**src/rtc_map.vh**
```
`ifndef RTC_MAP_VH
`define RTC_MAP_VH

// ----------------------------------------------------------------------
// register indices (byte address on apb is four times the index)
// ----------------------------------------------------------------------
`define RTC_IDX_MAIN_CONTROL    6'h00
`define RTC_IDX_SYNC_BUSY       6'h01
`define RTC_IDX_IRQ_ENABLE      6'h02
`define RTC_IDX_IRQ_FLAGS       6'h03
`define RTC_IDX_BYTE_STAGING    6'h04
`define RTC_IDX_HALT_BEHAVIOUR  6'h05
`define RTC_IDX_CRYSTAL_TRIM    6'h06
`define RTC_IDX_SOURCE_SELECT   6'h07
`define RTC_IDX_COUNT_LO        6'h08
`define RTC_IDX_COUNT_HI        6'h09
`define RTC_IDX_LIMIT_LO        6'h0A
`define RTC_IDX_LIMIT_HI        6'h0B
`define RTC_IDX_COMPARE_LO      6'h0C
`define RTC_IDX_COMPARE_HI      6'h0D

// ----------------------------------------------------------------------
// field positions
// ----------------------------------------------------------------------
`define RTC_CTL_COUNTER_ON      0
`define RTC_CTL_CORRECTION_ON   2
`define RTC_CTL_PRESC_LSB       3
`define RTC_CTL_PRESC_MSB       6
`define RTC_BUSY_CONTROL        0
`define RTC_BUSY_COUNT          1
`define RTC_BUSY_LIMIT          2
`define RTC_BUSY_COMPARE        3
`define RTC_IRQ_WRAP            0
`define RTC_IRQ_MATCH           1
`define RTC_HALT_RUN            0
`define RTC_TRIM_SIGN           7
`define RTC_TRIM_MAG_MSB        6
`define RTC_SRC_MSB             1

// ----------------------------------------------------------------------
// source select codes
// ----------------------------------------------------------------------
`define RTC_SRC_INTERNAL_SLOW_OSC     2'h0
`define RTC_SRC_INTERNAL_KHZ_TAP      2'h1
`define RTC_SRC_EXTERNAL_SLOW_CRYSTAL 2'h2
`define RTC_SRC_EXTERNAL_CLOCK_INPUT  2'h3

// ----------------------------------------------------------------------
// reset values
// ----------------------------------------------------------------------
`define RTC_RST_BYTE            8'h00
`define RTC_RST_COUNT           16'h0000
`define RTC_RST_LIMIT           16'hFFFF
`define RTC_RST_COMPARE         16'h0000

// ----------------------------------------------------------------------
// timing counts, in counter clock ticks
// ----------------------------------------------------------------------
`define RTC_SYNC_TICKS          2'h2
`define RTC_PPM_LAST            20'hF423F

`endif

```
**src/rtc_sync_stage.v**
```verilog
`include "rtc_map.vh"
`default_nettype none

// carries one value written on the bus into the counter domain; the value
// takes effect on the second selected counter tick after the write
module rtc_sync_stage #(
  parameter       W   = 16,
  parameter [W-1:0] RST = {W{1'b0}}
) (
  input  wire         pclk,
  input  wire         presetn,
  input  wire         wr,
  input  wire [W-1:0] wdata,
  input  wire         tick,
  output reg          busy_ff,
  output reg          load_ff,
  output reg  [W-1:0] val_ff
);

  reg [W-1:0] pend_ff;
  reg [1:0]   cnt_ff;

  // ----------------------------------------------------------------------
  // pending value and tick counting
  // ----------------------------------------------------------------------
  // a rewrite while busy restarts the count; software should not do it
  always @(posedge pclk or negedge presetn)
  begin
    if (!presetn)
    begin
      pend_ff <= RST;
      val_ff  <= RST;
      busy_ff <= 1'b0;
      load_ff <= 1'b0;
      cnt_ff  <= 2'h0;
    end
    else
    begin
      load_ff <= 1'b0;
      if (wr)
      begin
        pend_ff <= wdata;
        busy_ff <= 1'b1;
        cnt_ff  <= 2'h0;
      end
      else if (busy_ff && tick)
      begin
        if (cnt_ff == `RTC_SYNC_TICKS - 2'h1)
        begin
          val_ff  <= pend_ff;
          busy_ff <= 1'b0;
          load_ff <= 1'b1;
        end
        else
        begin
          cnt_ff <= cnt_ff + 2'h1;
        end
      end
    end
  end

endmodule

`default_nettype wire

```
**src/rtc_prescale.v**
```verilog
`include "rtc_map.vh"
`default_nettype none

// divides counter ticks by two to the power div_sel, with ppm trim that
// skips or doubles prescaler increments at the start of each interval after the first
module rtc_prescale (
  input  wire       pclk,
  input  wire       presetn,
  input  wire       tick,
  input  wire [3:0] div_sel,
  input  wire       trim_on,
  input  wire       trim_sign,
  input  wire [6:0] trim_mag,
  output reg        step_ff
);

  reg  [15:0] pre_ff;
  reg  [19:0] ppm_ff;
  reg  [6:0]  left_ff;
  wire [15:0] mask;
  wire        adjust;
  wire [16:0] inc;
  wire [16:0] sum;

  assign mask   = (16'h0001 << div_sel) - 16'h0001;
  assign adjust = trim_on && (left_ff != 7'h00);
  // sign zero holds the prescaler back, sign one advances it twice
  assign inc    = adjust ? (trim_sign ? 17'h00002 : 17'h00000)
                         : 17'h00001;
  assign sum    = {1'b0, pre_ff & mask} + inc;

  // ----------------------------------------------------------------------
  // prescaler and correction interval
  // ----------------------------------------------------------------------
  always @(posedge pclk or negedge presetn)
  begin
    if (!presetn)
    begin
      pre_ff  <= 16'h0000;
      ppm_ff  <= 20'h00000;
      left_ff <= 7'h00;
      step_ff <= 1'b0;
    end
    else
    begin
      step_ff <= tick && (sum > {1'b0, mask});
      if (tick)
      begin
        pre_ff <= sum[15:0] & mask;
        if (ppm_ff == `RTC_PPM_LAST)
        begin
          ppm_ff  <= 20'h00000;
          left_ff <= trim_mag;
        end
        else
        begin
          ppm_ff <= ppm_ff + 20'h00001;
          if (adjust)
            left_ff <= left_ff - 7'h01;
        end
      end
    end
  end

endmodule

`default_nettype wire

```
**src/rtc_counter_bank.v**
```verilog
// The APB register port is this design's own decision.
`include "rtc_map.vh"
`default_nettype none

module rtc_counter_bank (
  input  wire        pclk,
  input  wire        presetn,
  input  wire        psel,
  input  wire        penable,
  input  wire        pwrite,
  input  wire [7:0]  paddr,
  input  wire [31:0] pwdata,
  output reg  [31:0] prdata_ff,
  output reg         pready_ff,
  output reg         pslverr_ff,
  input  wire        internal_slow_osc,
  input  wire        internal_khz_tap,
  input  wire        external_slow_crystal,
  input  wire        external_clock_input,
  input  wire        cpu_halted,
  output reg         irq_ff
);

  // ----------------------------------------------------------------------
  // declarations
  // ----------------------------------------------------------------------
  reg  [7:0]  ctl_reg_ff;
  reg  [1:0]  irq_enable_ff;
  reg  [1:0]  irq_flags_ff;
  reg  [7:0]  byte_staging_ff;
  reg         run_when_halted_ff;
  reg  [7:0]  crystal_trim_ff;
  reg  [1:0]  source_select_ff;
  reg  [15:0] count_value_ff;
  reg  [15:0] limit_reg_ff;
  reg  [15:0] compare_reg_ff;
  reg         wrap_evt_ff;
  reg         match_evt_ff;
  reg  [1:0]  evt_stage_ff;
  reg  [31:0] nxt_prdata;
  reg         nxt_slverr;
  reg  [7:0]  nxt_staging;
  reg  [15:0] nxt_count;

  wire [5:0]  idx;
  wire        addr_ok;
  wire        setup_rd;
  wire        done;
  wire        wr_en;
  wire        rd_lo_count;
  wire        rd_lo_limit;
  wire        rd_lo_compare;
  wire [15:0] wide_wdata;
  wire        wr_ctl;
  wire        wr_count;
  wire        wr_limit;
  wire        wr_compare;
  reg         tick_src;
  wire        run;
  wire        step;
  wire [7:0]  ctl_eff;
  wire [15:0] count_load;
  wire [15:0] limit_eff;
  wire [15:0] compare_eff;
  wire        count_load_p;
  wire        busy_ctl;
  wire        busy_count;
  wire        busy_limit;
  wire        busy_compare;
  wire [7:0]  busy_byte;

  // ----------------------------------------------------------------------
  // apb decode
  // ----------------------------------------------------------------------
  // one wait state: pready rises in the second access cycle, so the
  // read mux and its staging side effect are taken one edge early
  assign idx      = paddr[7:2];
  assign addr_ok  = (paddr[1:0] == 2'h0) &&
                    (idx <= `RTC_IDX_COMPARE_HI);
  assign setup_rd = psel && penable && !pready_ff && !pwrite;
  assign done     = psel && penable && pready_ff;
  assign wr_en    = done && pwrite && addr_ok;

  // low-byte reads park the high byte in the staging register
  assign rd_lo_count   = setup_rd && (idx == `RTC_IDX_COUNT_LO);
  assign rd_lo_limit   = setup_rd && (idx == `RTC_IDX_LIMIT_LO);
  assign rd_lo_compare = setup_rd && (idx == `RTC_IDX_COMPARE_LO);

  // a high-byte write pairs with the byte parked by the low-byte write
  assign wide_wdata = {pwdata[7:0], byte_staging_ff};
  assign wr_ctl     = wr_en && (idx == `RTC_IDX_MAIN_CONTROL);
  assign wr_count   = wr_en && (idx == `RTC_IDX_COUNT_HI);
  assign wr_limit   = wr_en && (idx == `RTC_IDX_LIMIT_HI);
  assign wr_compare = wr_en && (idx == `RTC_IDX_COMPARE_HI);

  assign busy_byte = {4'h0, busy_compare, busy_limit, busy_count,
                      busy_ctl};

  // ----------------------------------------------------------------------
  // apb handshake
  // ----------------------------------------------------------------------
  always @(posedge pclk or negedge presetn)
  begin
    if (!presetn)
    begin
      pready_ff  <= 1'b0;
      pslverr_ff <= 1'b0;
      prdata_ff  <= 32'h00000000;
    end
    else
    begin
      pready_ff  <= psel && penable && !pready_ff;
      pslverr_ff <= psel && penable && !pready_ff && nxt_slverr;
      if (setup_rd)
        prdata_ff <= nxt_prdata;
    end
  end

  // read mux; indices past the map read zero; those and misaligned addresses answer with an error
  always @*
  begin
    nxt_prdata = 32'h00000000;
    nxt_slverr = !addr_ok;
    case (idx)
      `RTC_IDX_MAIN_CONTROL:   nxt_prdata[7:0] = ctl_reg_ff;
      `RTC_IDX_SYNC_BUSY:      nxt_prdata[7:0] = busy_byte;
      `RTC_IDX_IRQ_ENABLE:     nxt_prdata[1:0] = irq_enable_ff;
      `RTC_IDX_IRQ_FLAGS:      nxt_prdata[1:0] = irq_flags_ff;
      `RTC_IDX_BYTE_STAGING:   nxt_prdata[7:0] = byte_staging_ff;
      `RTC_IDX_HALT_BEHAVIOUR: nxt_prdata[0]   = run_when_halted_ff;
      `RTC_IDX_CRYSTAL_TRIM:   nxt_prdata[7:0] = crystal_trim_ff;
      `RTC_IDX_SOURCE_SELECT:  nxt_prdata[1:0] = source_select_ff;
      `RTC_IDX_COUNT_LO:       nxt_prdata[7:0] = count_value_ff[7:0];
      `RTC_IDX_LIMIT_LO:       nxt_prdata[7:0] = limit_reg_ff[7:0];
      `RTC_IDX_COMPARE_LO:     nxt_prdata[7:0] = compare_reg_ff[7:0];
      `RTC_IDX_COUNT_HI,
      `RTC_IDX_LIMIT_HI,
      `RTC_IDX_COMPARE_HI:     nxt_prdata[7:0] = byte_staging_ff;
      default:                 nxt_prdata = 32'h00000000;
    endcase
  end

  // ----------------------------------------------------------------------
  // byte staging register
  // ----------------------------------------------------------------------
  // low-byte writes and direct writes load it; low-byte reads load it
  // with the high byte so a later high read sees a coherent pair
  always @*
  begin
    nxt_staging = byte_staging_ff;
    if (rd_lo_count)
      nxt_staging = count_value_ff[15:8];
    else if (rd_lo_limit)
      nxt_staging = limit_reg_ff[15:8];
    else if (rd_lo_compare)
      nxt_staging = compare_reg_ff[15:8];
    else if (wr_en && ((idx == `RTC_IDX_BYTE_STAGING) ||
                       (idx == `RTC_IDX_COUNT_LO) ||
                       (idx == `RTC_IDX_LIMIT_LO) ||
                       (idx == `RTC_IDX_COMPARE_LO)))
      nxt_staging = pwdata[7:0];
  end

  always @(posedge pclk or negedge presetn)
  begin
    if (!presetn)
      byte_staging_ff <= `RTC_RST_BYTE;
    else
      byte_staging_ff <= nxt_staging;
  end

  // ----------------------------------------------------------------------
  // plain control registers
  // ----------------------------------------------------------------------
  always @(posedge pclk or negedge presetn)
  begin
    if (!presetn)
    begin
      ctl_reg_ff         <= `RTC_RST_BYTE;
      irq_enable_ff      <= 2'h0;
      run_when_halted_ff <= 1'b0;
      crystal_trim_ff    <= `RTC_RST_BYTE;
      source_select_ff   <= 2'h0;
      limit_reg_ff       <= `RTC_RST_LIMIT;
      compare_reg_ff     <= `RTC_RST_COMPARE;
    end
    else
    begin
      if (wr_ctl)
        ctl_reg_ff <= pwdata[7:0];
      if (wr_en && (idx == `RTC_IDX_IRQ_ENABLE))
        irq_enable_ff <= pwdata[1:0];
      if (wr_en && (idx == `RTC_IDX_HALT_BEHAVIOUR))
        run_when_halted_ff <= pwdata[`RTC_HALT_RUN];
      if (wr_en && (idx == `RTC_IDX_CRYSTAL_TRIM))
        crystal_trim_ff <= pwdata[7:0];
      if (wr_en && (idx == `RTC_IDX_SOURCE_SELECT))
        source_select_ff <= pwdata[`RTC_SRC_MSB:0];
      if (wr_limit)
        limit_reg_ff <= wide_wdata;
      if (wr_compare)
        compare_reg_ff <= wide_wdata;
    end
  end

  // ----------------------------------------------------------------------
  // counter clock source
  // ----------------------------------------------------------------------
  // ticks arrive as one-cycle enables already aligned to pclk
  always @*
  begin
    case (source_select_ff)
      `RTC_SRC_INTERNAL_SLOW_OSC:     tick_src = internal_slow_osc;
      `RTC_SRC_INTERNAL_KHZ_TAP:      tick_src = internal_khz_tap;
      `RTC_SRC_EXTERNAL_SLOW_CRYSTAL: tick_src = external_slow_crystal;
      `RTC_SRC_EXTERNAL_CLOCK_INPUT:  tick_src = external_clock_input;
      default:                        tick_src = 1'b0;
    endcase
  end

  // ----------------------------------------------------------------------
  // carrying writes into the counter domain
  // ----------------------------------------------------------------------
  rtc_sync_stage #(
    .W   (8),
    .RST (`RTC_RST_BYTE)
  ) u_sync_ctl (
    .pclk    (pclk),
    .presetn (presetn),
    .wr      (wr_ctl),
    .wdata   (pwdata[7:0]),
    .tick    (tick_src),
    .busy_ff (busy_ctl),
    .load_ff (),
    .val_ff  (ctl_eff)
  );

  rtc_sync_stage #(
    .W   (16),
    .RST (`RTC_RST_COUNT)
  ) u_sync_count (
    .pclk    (pclk),
    .presetn (presetn),
    .wr      (wr_count),
    .wdata   (wide_wdata),
    .tick    (tick_src),
    .busy_ff (busy_count),
    .load_ff (count_load_p),
    .val_ff  (count_load)
  );

  rtc_sync_stage #(
    .W   (16),
    .RST (`RTC_RST_LIMIT)
  ) u_sync_limit (
    .pclk    (pclk),
    .presetn (presetn),
    .wr      (wr_limit),
    .wdata   (wide_wdata),
    .tick    (tick_src),
    .busy_ff (busy_limit),
    .load_ff (),
    .val_ff  (limit_eff)
  );

  rtc_sync_stage #(
    .W   (16),
    .RST (`RTC_RST_COMPARE)
  ) u_sync_compare (
    .pclk    (pclk),
    .presetn (presetn),
    .wr      (wr_compare),
    .wdata   (wide_wdata),
    .tick    (tick_src),
    .busy_ff (busy_compare),
    .load_ff (),
    .val_ff  (compare_eff)
  );

  // ----------------------------------------------------------------------
  // prescaler and counter
  // ----------------------------------------------------------------------
  // debug halt, unless run_when_halted_ff is set, drops ticks, which freezes prescaler, trim and counter
  assign run = ctl_eff[`RTC_CTL_COUNTER_ON] &&
               (run_when_halted_ff || !cpu_halted);

  rtc_prescale u_prescale (
    .pclk      (pclk),
    .presetn   (presetn),
    .tick      (tick_src && run),
    .div_sel   (ctl_eff[`RTC_CTL_PRESC_MSB:`RTC_CTL_PRESC_LSB]),
    .trim_on   (ctl_eff[`RTC_CTL_CORRECTION_ON]),
    .trim_sign (crystal_trim_ff[`RTC_TRIM_SIGN]),
    .trim_mag  (crystal_trim_ff[`RTC_TRIM_MAG_MSB:0]),
    .step_ff   (step)
  );

  always @*
  begin
    if (count_value_ff == limit_eff)
      nxt_count = 16'h0000;
    else
      nxt_count = count_value_ff + 16'h0001;
  end

  // a count load wins over a step in the same cycle
  always @(posedge pclk or negedge presetn)
  begin
    if (!presetn)
    begin
      count_value_ff <= `RTC_RST_COUNT;
      wrap_evt_ff    <= 1'b0;
      match_evt_ff   <= 1'b0;
    end
    else
    begin
      wrap_evt_ff  <= 1'b0;
      match_evt_ff <= 1'b0;
      if (count_load_p)
        count_value_ff <= count_load;
      else if (step && run)
      begin
        count_value_ff <= nxt_count;
        wrap_evt_ff    <= (count_value_ff == limit_eff);
        match_evt_ff   <= (nxt_count == compare_eff);
      end
    end
  end

  // ----------------------------------------------------------------------
  // event flags and interrupt request
  // ----------------------------------------------------------------------
  // events pass one more stage, then set flags; a set wins over a clear
  always @(posedge pclk or negedge presetn)
  begin
    if (!presetn)
    begin
      evt_stage_ff <= 2'h0;
      irq_flags_ff <= 2'h0;
      irq_ff       <= 1'b0;
    end
    else
    begin
      evt_stage_ff <= {match_evt_ff, wrap_evt_ff};
      if (wr_en && (idx == `RTC_IDX_IRQ_FLAGS))
        irq_flags_ff <= (irq_flags_ff & ~pwdata[1:0]) |
                        evt_stage_ff;
      else
        irq_flags_ff <= irq_flags_ff | evt_stage_ff;
      irq_ff <= |(irq_flags_ff & irq_enable_ff);
    end
  end

endmodule

`default_nettype wire

```
**config.mk**
```make
export PLATFORM = sky130hd
export DESIGN_NAME = rtc_counter_bank
export DESIGN_NICKNAME = d
export VERILOG_FILES = /design/src/rtc_sync_stage.v /design/src/rtc_prescale.v /design/src/rtc_counter_bank.v
export VERILOG_INCLUDE_DIRS = /design/src /design/src/src
export SDC_FILE = /design/constraint.sdc
export NUM_CORES = 1
export LEC_CHECK = 0
export ABC_CLOCK_PERIOD_IN_PS = 9000
export BUFFER_PORTS_ARGS = -buffer_cell sky130_fd_sc_hd__buf_2
export CORE_MARGIN = 2
export CORE_UTILIZATION = 35
export DETAILED_ROUTE_END_ITERATION = 8
export PLACE_DENSITY = 0.52
export SLEW_MARGIN = 15
export SYNTH_ARGS = -nofsm -noshare
export SYNTH_HDL_FRONTEND = slang
export SYNTH_SLANG_ARGS = --single-unit
```
**constraint.sdc**
```tcl
create_clock -name pclk -period 9 [get_ports pclk]
set_input_delay 0.9 -clock pclk [delete_from_list [all_inputs] [get_ports pclk]]
set_output_delay 0.9 -clock pclk [all_outputs]
set_load 0.005 [all_outputs]
```
==> results.md <==
* Status: complete, no violations
* Initial antenna violation count at 4
* Pin count of the biggest net entering global routing at 95
* Internal at 1.70 mW
* Count of different cell masters after synthesis at 78
* Crit path top cell by count: nor3_1
* Vias per std cell at 5.19
* Min Clock Period, post-route at 5.19 ns
* Die area at 36300 um^2
* Die height at 190 um
* CTS clk-pin slew, worst paths at 0.06 ns
* Via count at 8768
* Drt pass-1 iters at 5
* Fmax at 0.193 GHz
* CP endpoint kind: flop
* Setup Buffers After CTS at 0
* Vias in the first global route at 8677
* RSZ-0062 raised after global routing: false
* Final WL at 31300 um
* CTS buffer count at 26
* Num ports at 85
* Row cnt at 68
* Total gr overflow at 0
* EDFF count, synth at 0
* Layout cell share with drive strength beyond 1 at 21.5%
* Initial core utilization at 35.4%
* WS Path Type: reg2reg
* Worst EP required at 9.42 ns
* Core Area at 34400 um^2
* Sw Ratio at 22.5%
* Synth Flop Type: dfrtp_1
* Wire per inst at 18.5 um
* Crit-path cells: or2_2 -> or3_1 -> ha_1 -> nor3_1 -> mux2i_1 -> o22ai_1 -> nand3_1 -> or4_1 -> nor3_1 -> xor2_1 -> ha_1 -> or4_1 -> nor3_1 -> o21ai_0 -> a31oi_1
* Final core occ at 39.4%
* Max rail drop VDD at 0.137 mV
* Static leakage at 6.35 nW
* Logic gate share of total power at 3.2%
* R2R setup slack at 3.81 ns
* Placed inst area at 12600 um^2
* Clk network pwr share at 50.3%
* Setup-failing EPs final at 0
* PnR Total Power at 2.19 mW
* Hold_ws at 0.354 ns
* CTS root buffer: clkbuf_16
* DRT iter0 DRCs at 504
* # DRC at 0
* CP max stage delay at 0.69 ns
* Total of flip-flops plus latches after synthesis at 220
* Skew final at 0.0150 ns
* Syn avg cell area at 10.1 um^2
* GP Congestion at 0.838
* Worst rel slew slack at 26.4%
* First-pass GRT wire length at 49900 um
* Clock Path Buffers at 3
* Final-report hold violation count at 0
* Count of pins over their slew limit at 0
* Total Routing Usage GR at 17.5%
* Startpoint types: flop
* Register area share after synthesis at 45.6%
* TritonCTS clock tree: yes
* Crit-path slowest cell: or4_1
* Flop pwr share at 46.5%
* H-tree Lvls at 1
* YS warnings at 0
* Class of the worst hold path: reg2reg
* Setup TNS at 0 ns
* Die W at 190 um
* Period utilization at 57.7%
* Post-DP HPWL at 21600 um
* PortBufs at 36
* Slew at the pin with the worst max-slew slack at 1.10 ns
* Clk_lat worst skew at 0.54 ns
* # hold bufs at CTS at 0
* Synthesized netlist cell count at 1204
* Final cell count without fillers at 1690
* Power density cells at 162 nW/um^2
* Clock sink count at 220
* Layout area overhead at 11.3%
* Worst-path fanout max at 12
* Post-route ant nets at 0
* Setup slack after layout at 3.81 ns
* Switching pwr at 494 uW
* # nets final at 1307
* Max-cap violations at 0
* Post-synth ARST share at 100%
* Post_cts resized at 0
* Pre-CTS setup slack at 3.84 ns
* Post-Syn Area at 12200 um^2
* Post-Layout Inst Area at 13600 um^2
* CP arrival at 5.61 ns
* DP Cell Count at 1641
critical path: cells and delay by family (launching register included):
kind	cells	cell delay, ns
multiplexers	1	0.11
XOR/XNOR	1	0.24
AO/OA/AOI/OAI	3	0.73
adder cells (fa/ha/maj)	2	0.64
AND/OR/NAND/NOR	8	2.89
flip-flops	1	0.47
worst paths after layout:
kind	startpoint	endpoint	depth (start not counted)
min in group asynchronous	presetn	u_prescale.pre_ff[14]$_DFFE_PN0P_	1
hold reg to reg	wrap_evt_ff$_DFF_PN0_	evt_stage_ff[0]$_DFF_PN0_	0
setup reg to reg	u_sync_ctl.val_ff[5]$_DFFE_PN0P_	u_prescale.step_ff$_DFF_PN0_	15
max in group asynchronous	presetn	count_value_ff[15]$_DFFE_PN0P_	2
hold / removal	wrap_evt_ff$_DFF_PN0_	evt_stage_ff[0]$_DFF_PN0_	0
setup / recovery	u_sync_ctl.val_ff[5]$_DFFE_PN0P_	u_prescale.step_ff$_DFF_PN0_	15
synth_stat cells, types with 3 or more instances:
cell      count  share of area, %
dfrtp_1     188                39
nand2_1     124               3.8
mux2_2      113                10
nor2_1       85               2.6
a21oi_1      71               2.9
o21ai_0      55               2.3
clkbuf_1     49               1.5
inv_1        43               1.3
ha_1         42               4.3
xor2_1       38               2.7
nor3_1       33               1.4
dfstp_2      32               6.9
nand3_1      32               1.3
xnor2_1      28               2.0
buf_4        26               1.6
a22oi_1      20               1.2
and3_1       15              0.77
mux2i_1      15               1.2
nand4_1      15              0.77
a211oi_1     11              0.68
nor4_1       11              0.57
buf_2        10              0.41
nor2b_1      10              0.51
mux2_4        9               1.1
or3_1         9              0.46
a21o_1        8              0.49
a22o_1        7              0.50
nand3b_1      7              0.43
and4_1        6              0.43
or2_2         6              0.31
nand2b_1      5              0.26
nor4b_1       5              0.36
o211ai_1      5              0.31
nor3b_1       4              0.25
o21bai_1      4              0.25
or4_1         4              0.25
a221oi_1      3              0.22
a31oi_1       3              0.15
and2_1        3              0.15
o22ai_1       3              0.15
o32ai_1       3              0.22
cell families (layout without fill, tap and decap cells):
kind of cell | Yosys count | after routing | synth area share, %
AOI/OAI and AO/OA | 213 | 213 | 10.8
muxes | 138 | 138 | 13.0
DFF | 220 | 220 | 45.6
and+or+nand+nor | 389 | 389 | 16.0
buffers and inverters | 132 | 138 | 5.19
adders and majority gates | 43 | 43 | 4.48
xor gates and xnor gates | 67 | 67 | 4.93
other | 2 | 27 | 0.0617
metal layers:
metal  track usage, %  routed length, um  vias to the layer above
li1                 -                  -                     4213
met1             24.2              14900                     4332
met2             28.4              14500                      163
met3             2.78               1160                       54
met4             4.41                707                        6
met5                0                 37                        -
final cells by class:
class | instances | area, um^2
clock inverters | 9 | 130
diodes | 1 | 2.50
flip-flops and latches | 220 | 5550
inverters | 43 | 161
clock buffers | 39 | 771
repair buffers | 47 | 273
multi-input cells | 876 | 6100
fillers | 3405 | 20800
well taps | 455 | 569
sequential cells by signal, indices dropped and copies added (netlist names), 15 cells and up:
name	flops
u_prescale.pre_ff	15
limit_reg_ff	16
u_sync_compare.val_ff	16
u_sync_limit.val_ff	16
u_prescale.ppm_ff	20
u_sync_compare.pend_ff	16
count_value_ff	16
u_sync_count.pend_ff	16
u_sync_count.val_ff	16
cell usage in the layout (no fill, tap or decap), types with 20 or more instances in the layout:
cell type	count
inv_1	43
ha_1	42
buf_2	35
xnor2_1	28
nand3_1	32
conb_1	26
nor2_1	84
dfstp_2	32
a22oi_1	20
dfrtp_1	188
xor2_1	38
mux2_2	113
clkbuf_16	27
nand2_1	124
o21ai_0	55
nor3_1	33
a21oi_1	71
power by group through the flow:
stage          Sequential [mW]  Clock, mW  Combinational (mW)
6_report                  1.02       1.10              0.0705
5_1_grt                   1.02       1.17              0.0813
4_1_cts                   1.02       1.13              0.0728
3_5_place_dp              1.04          0              0.0725
3_3_place_gp              1.04          0              0.0721
2_1_floorplan             1.03          0              0.0390
No activity file was read; power rests on OpenSTA's default activity.
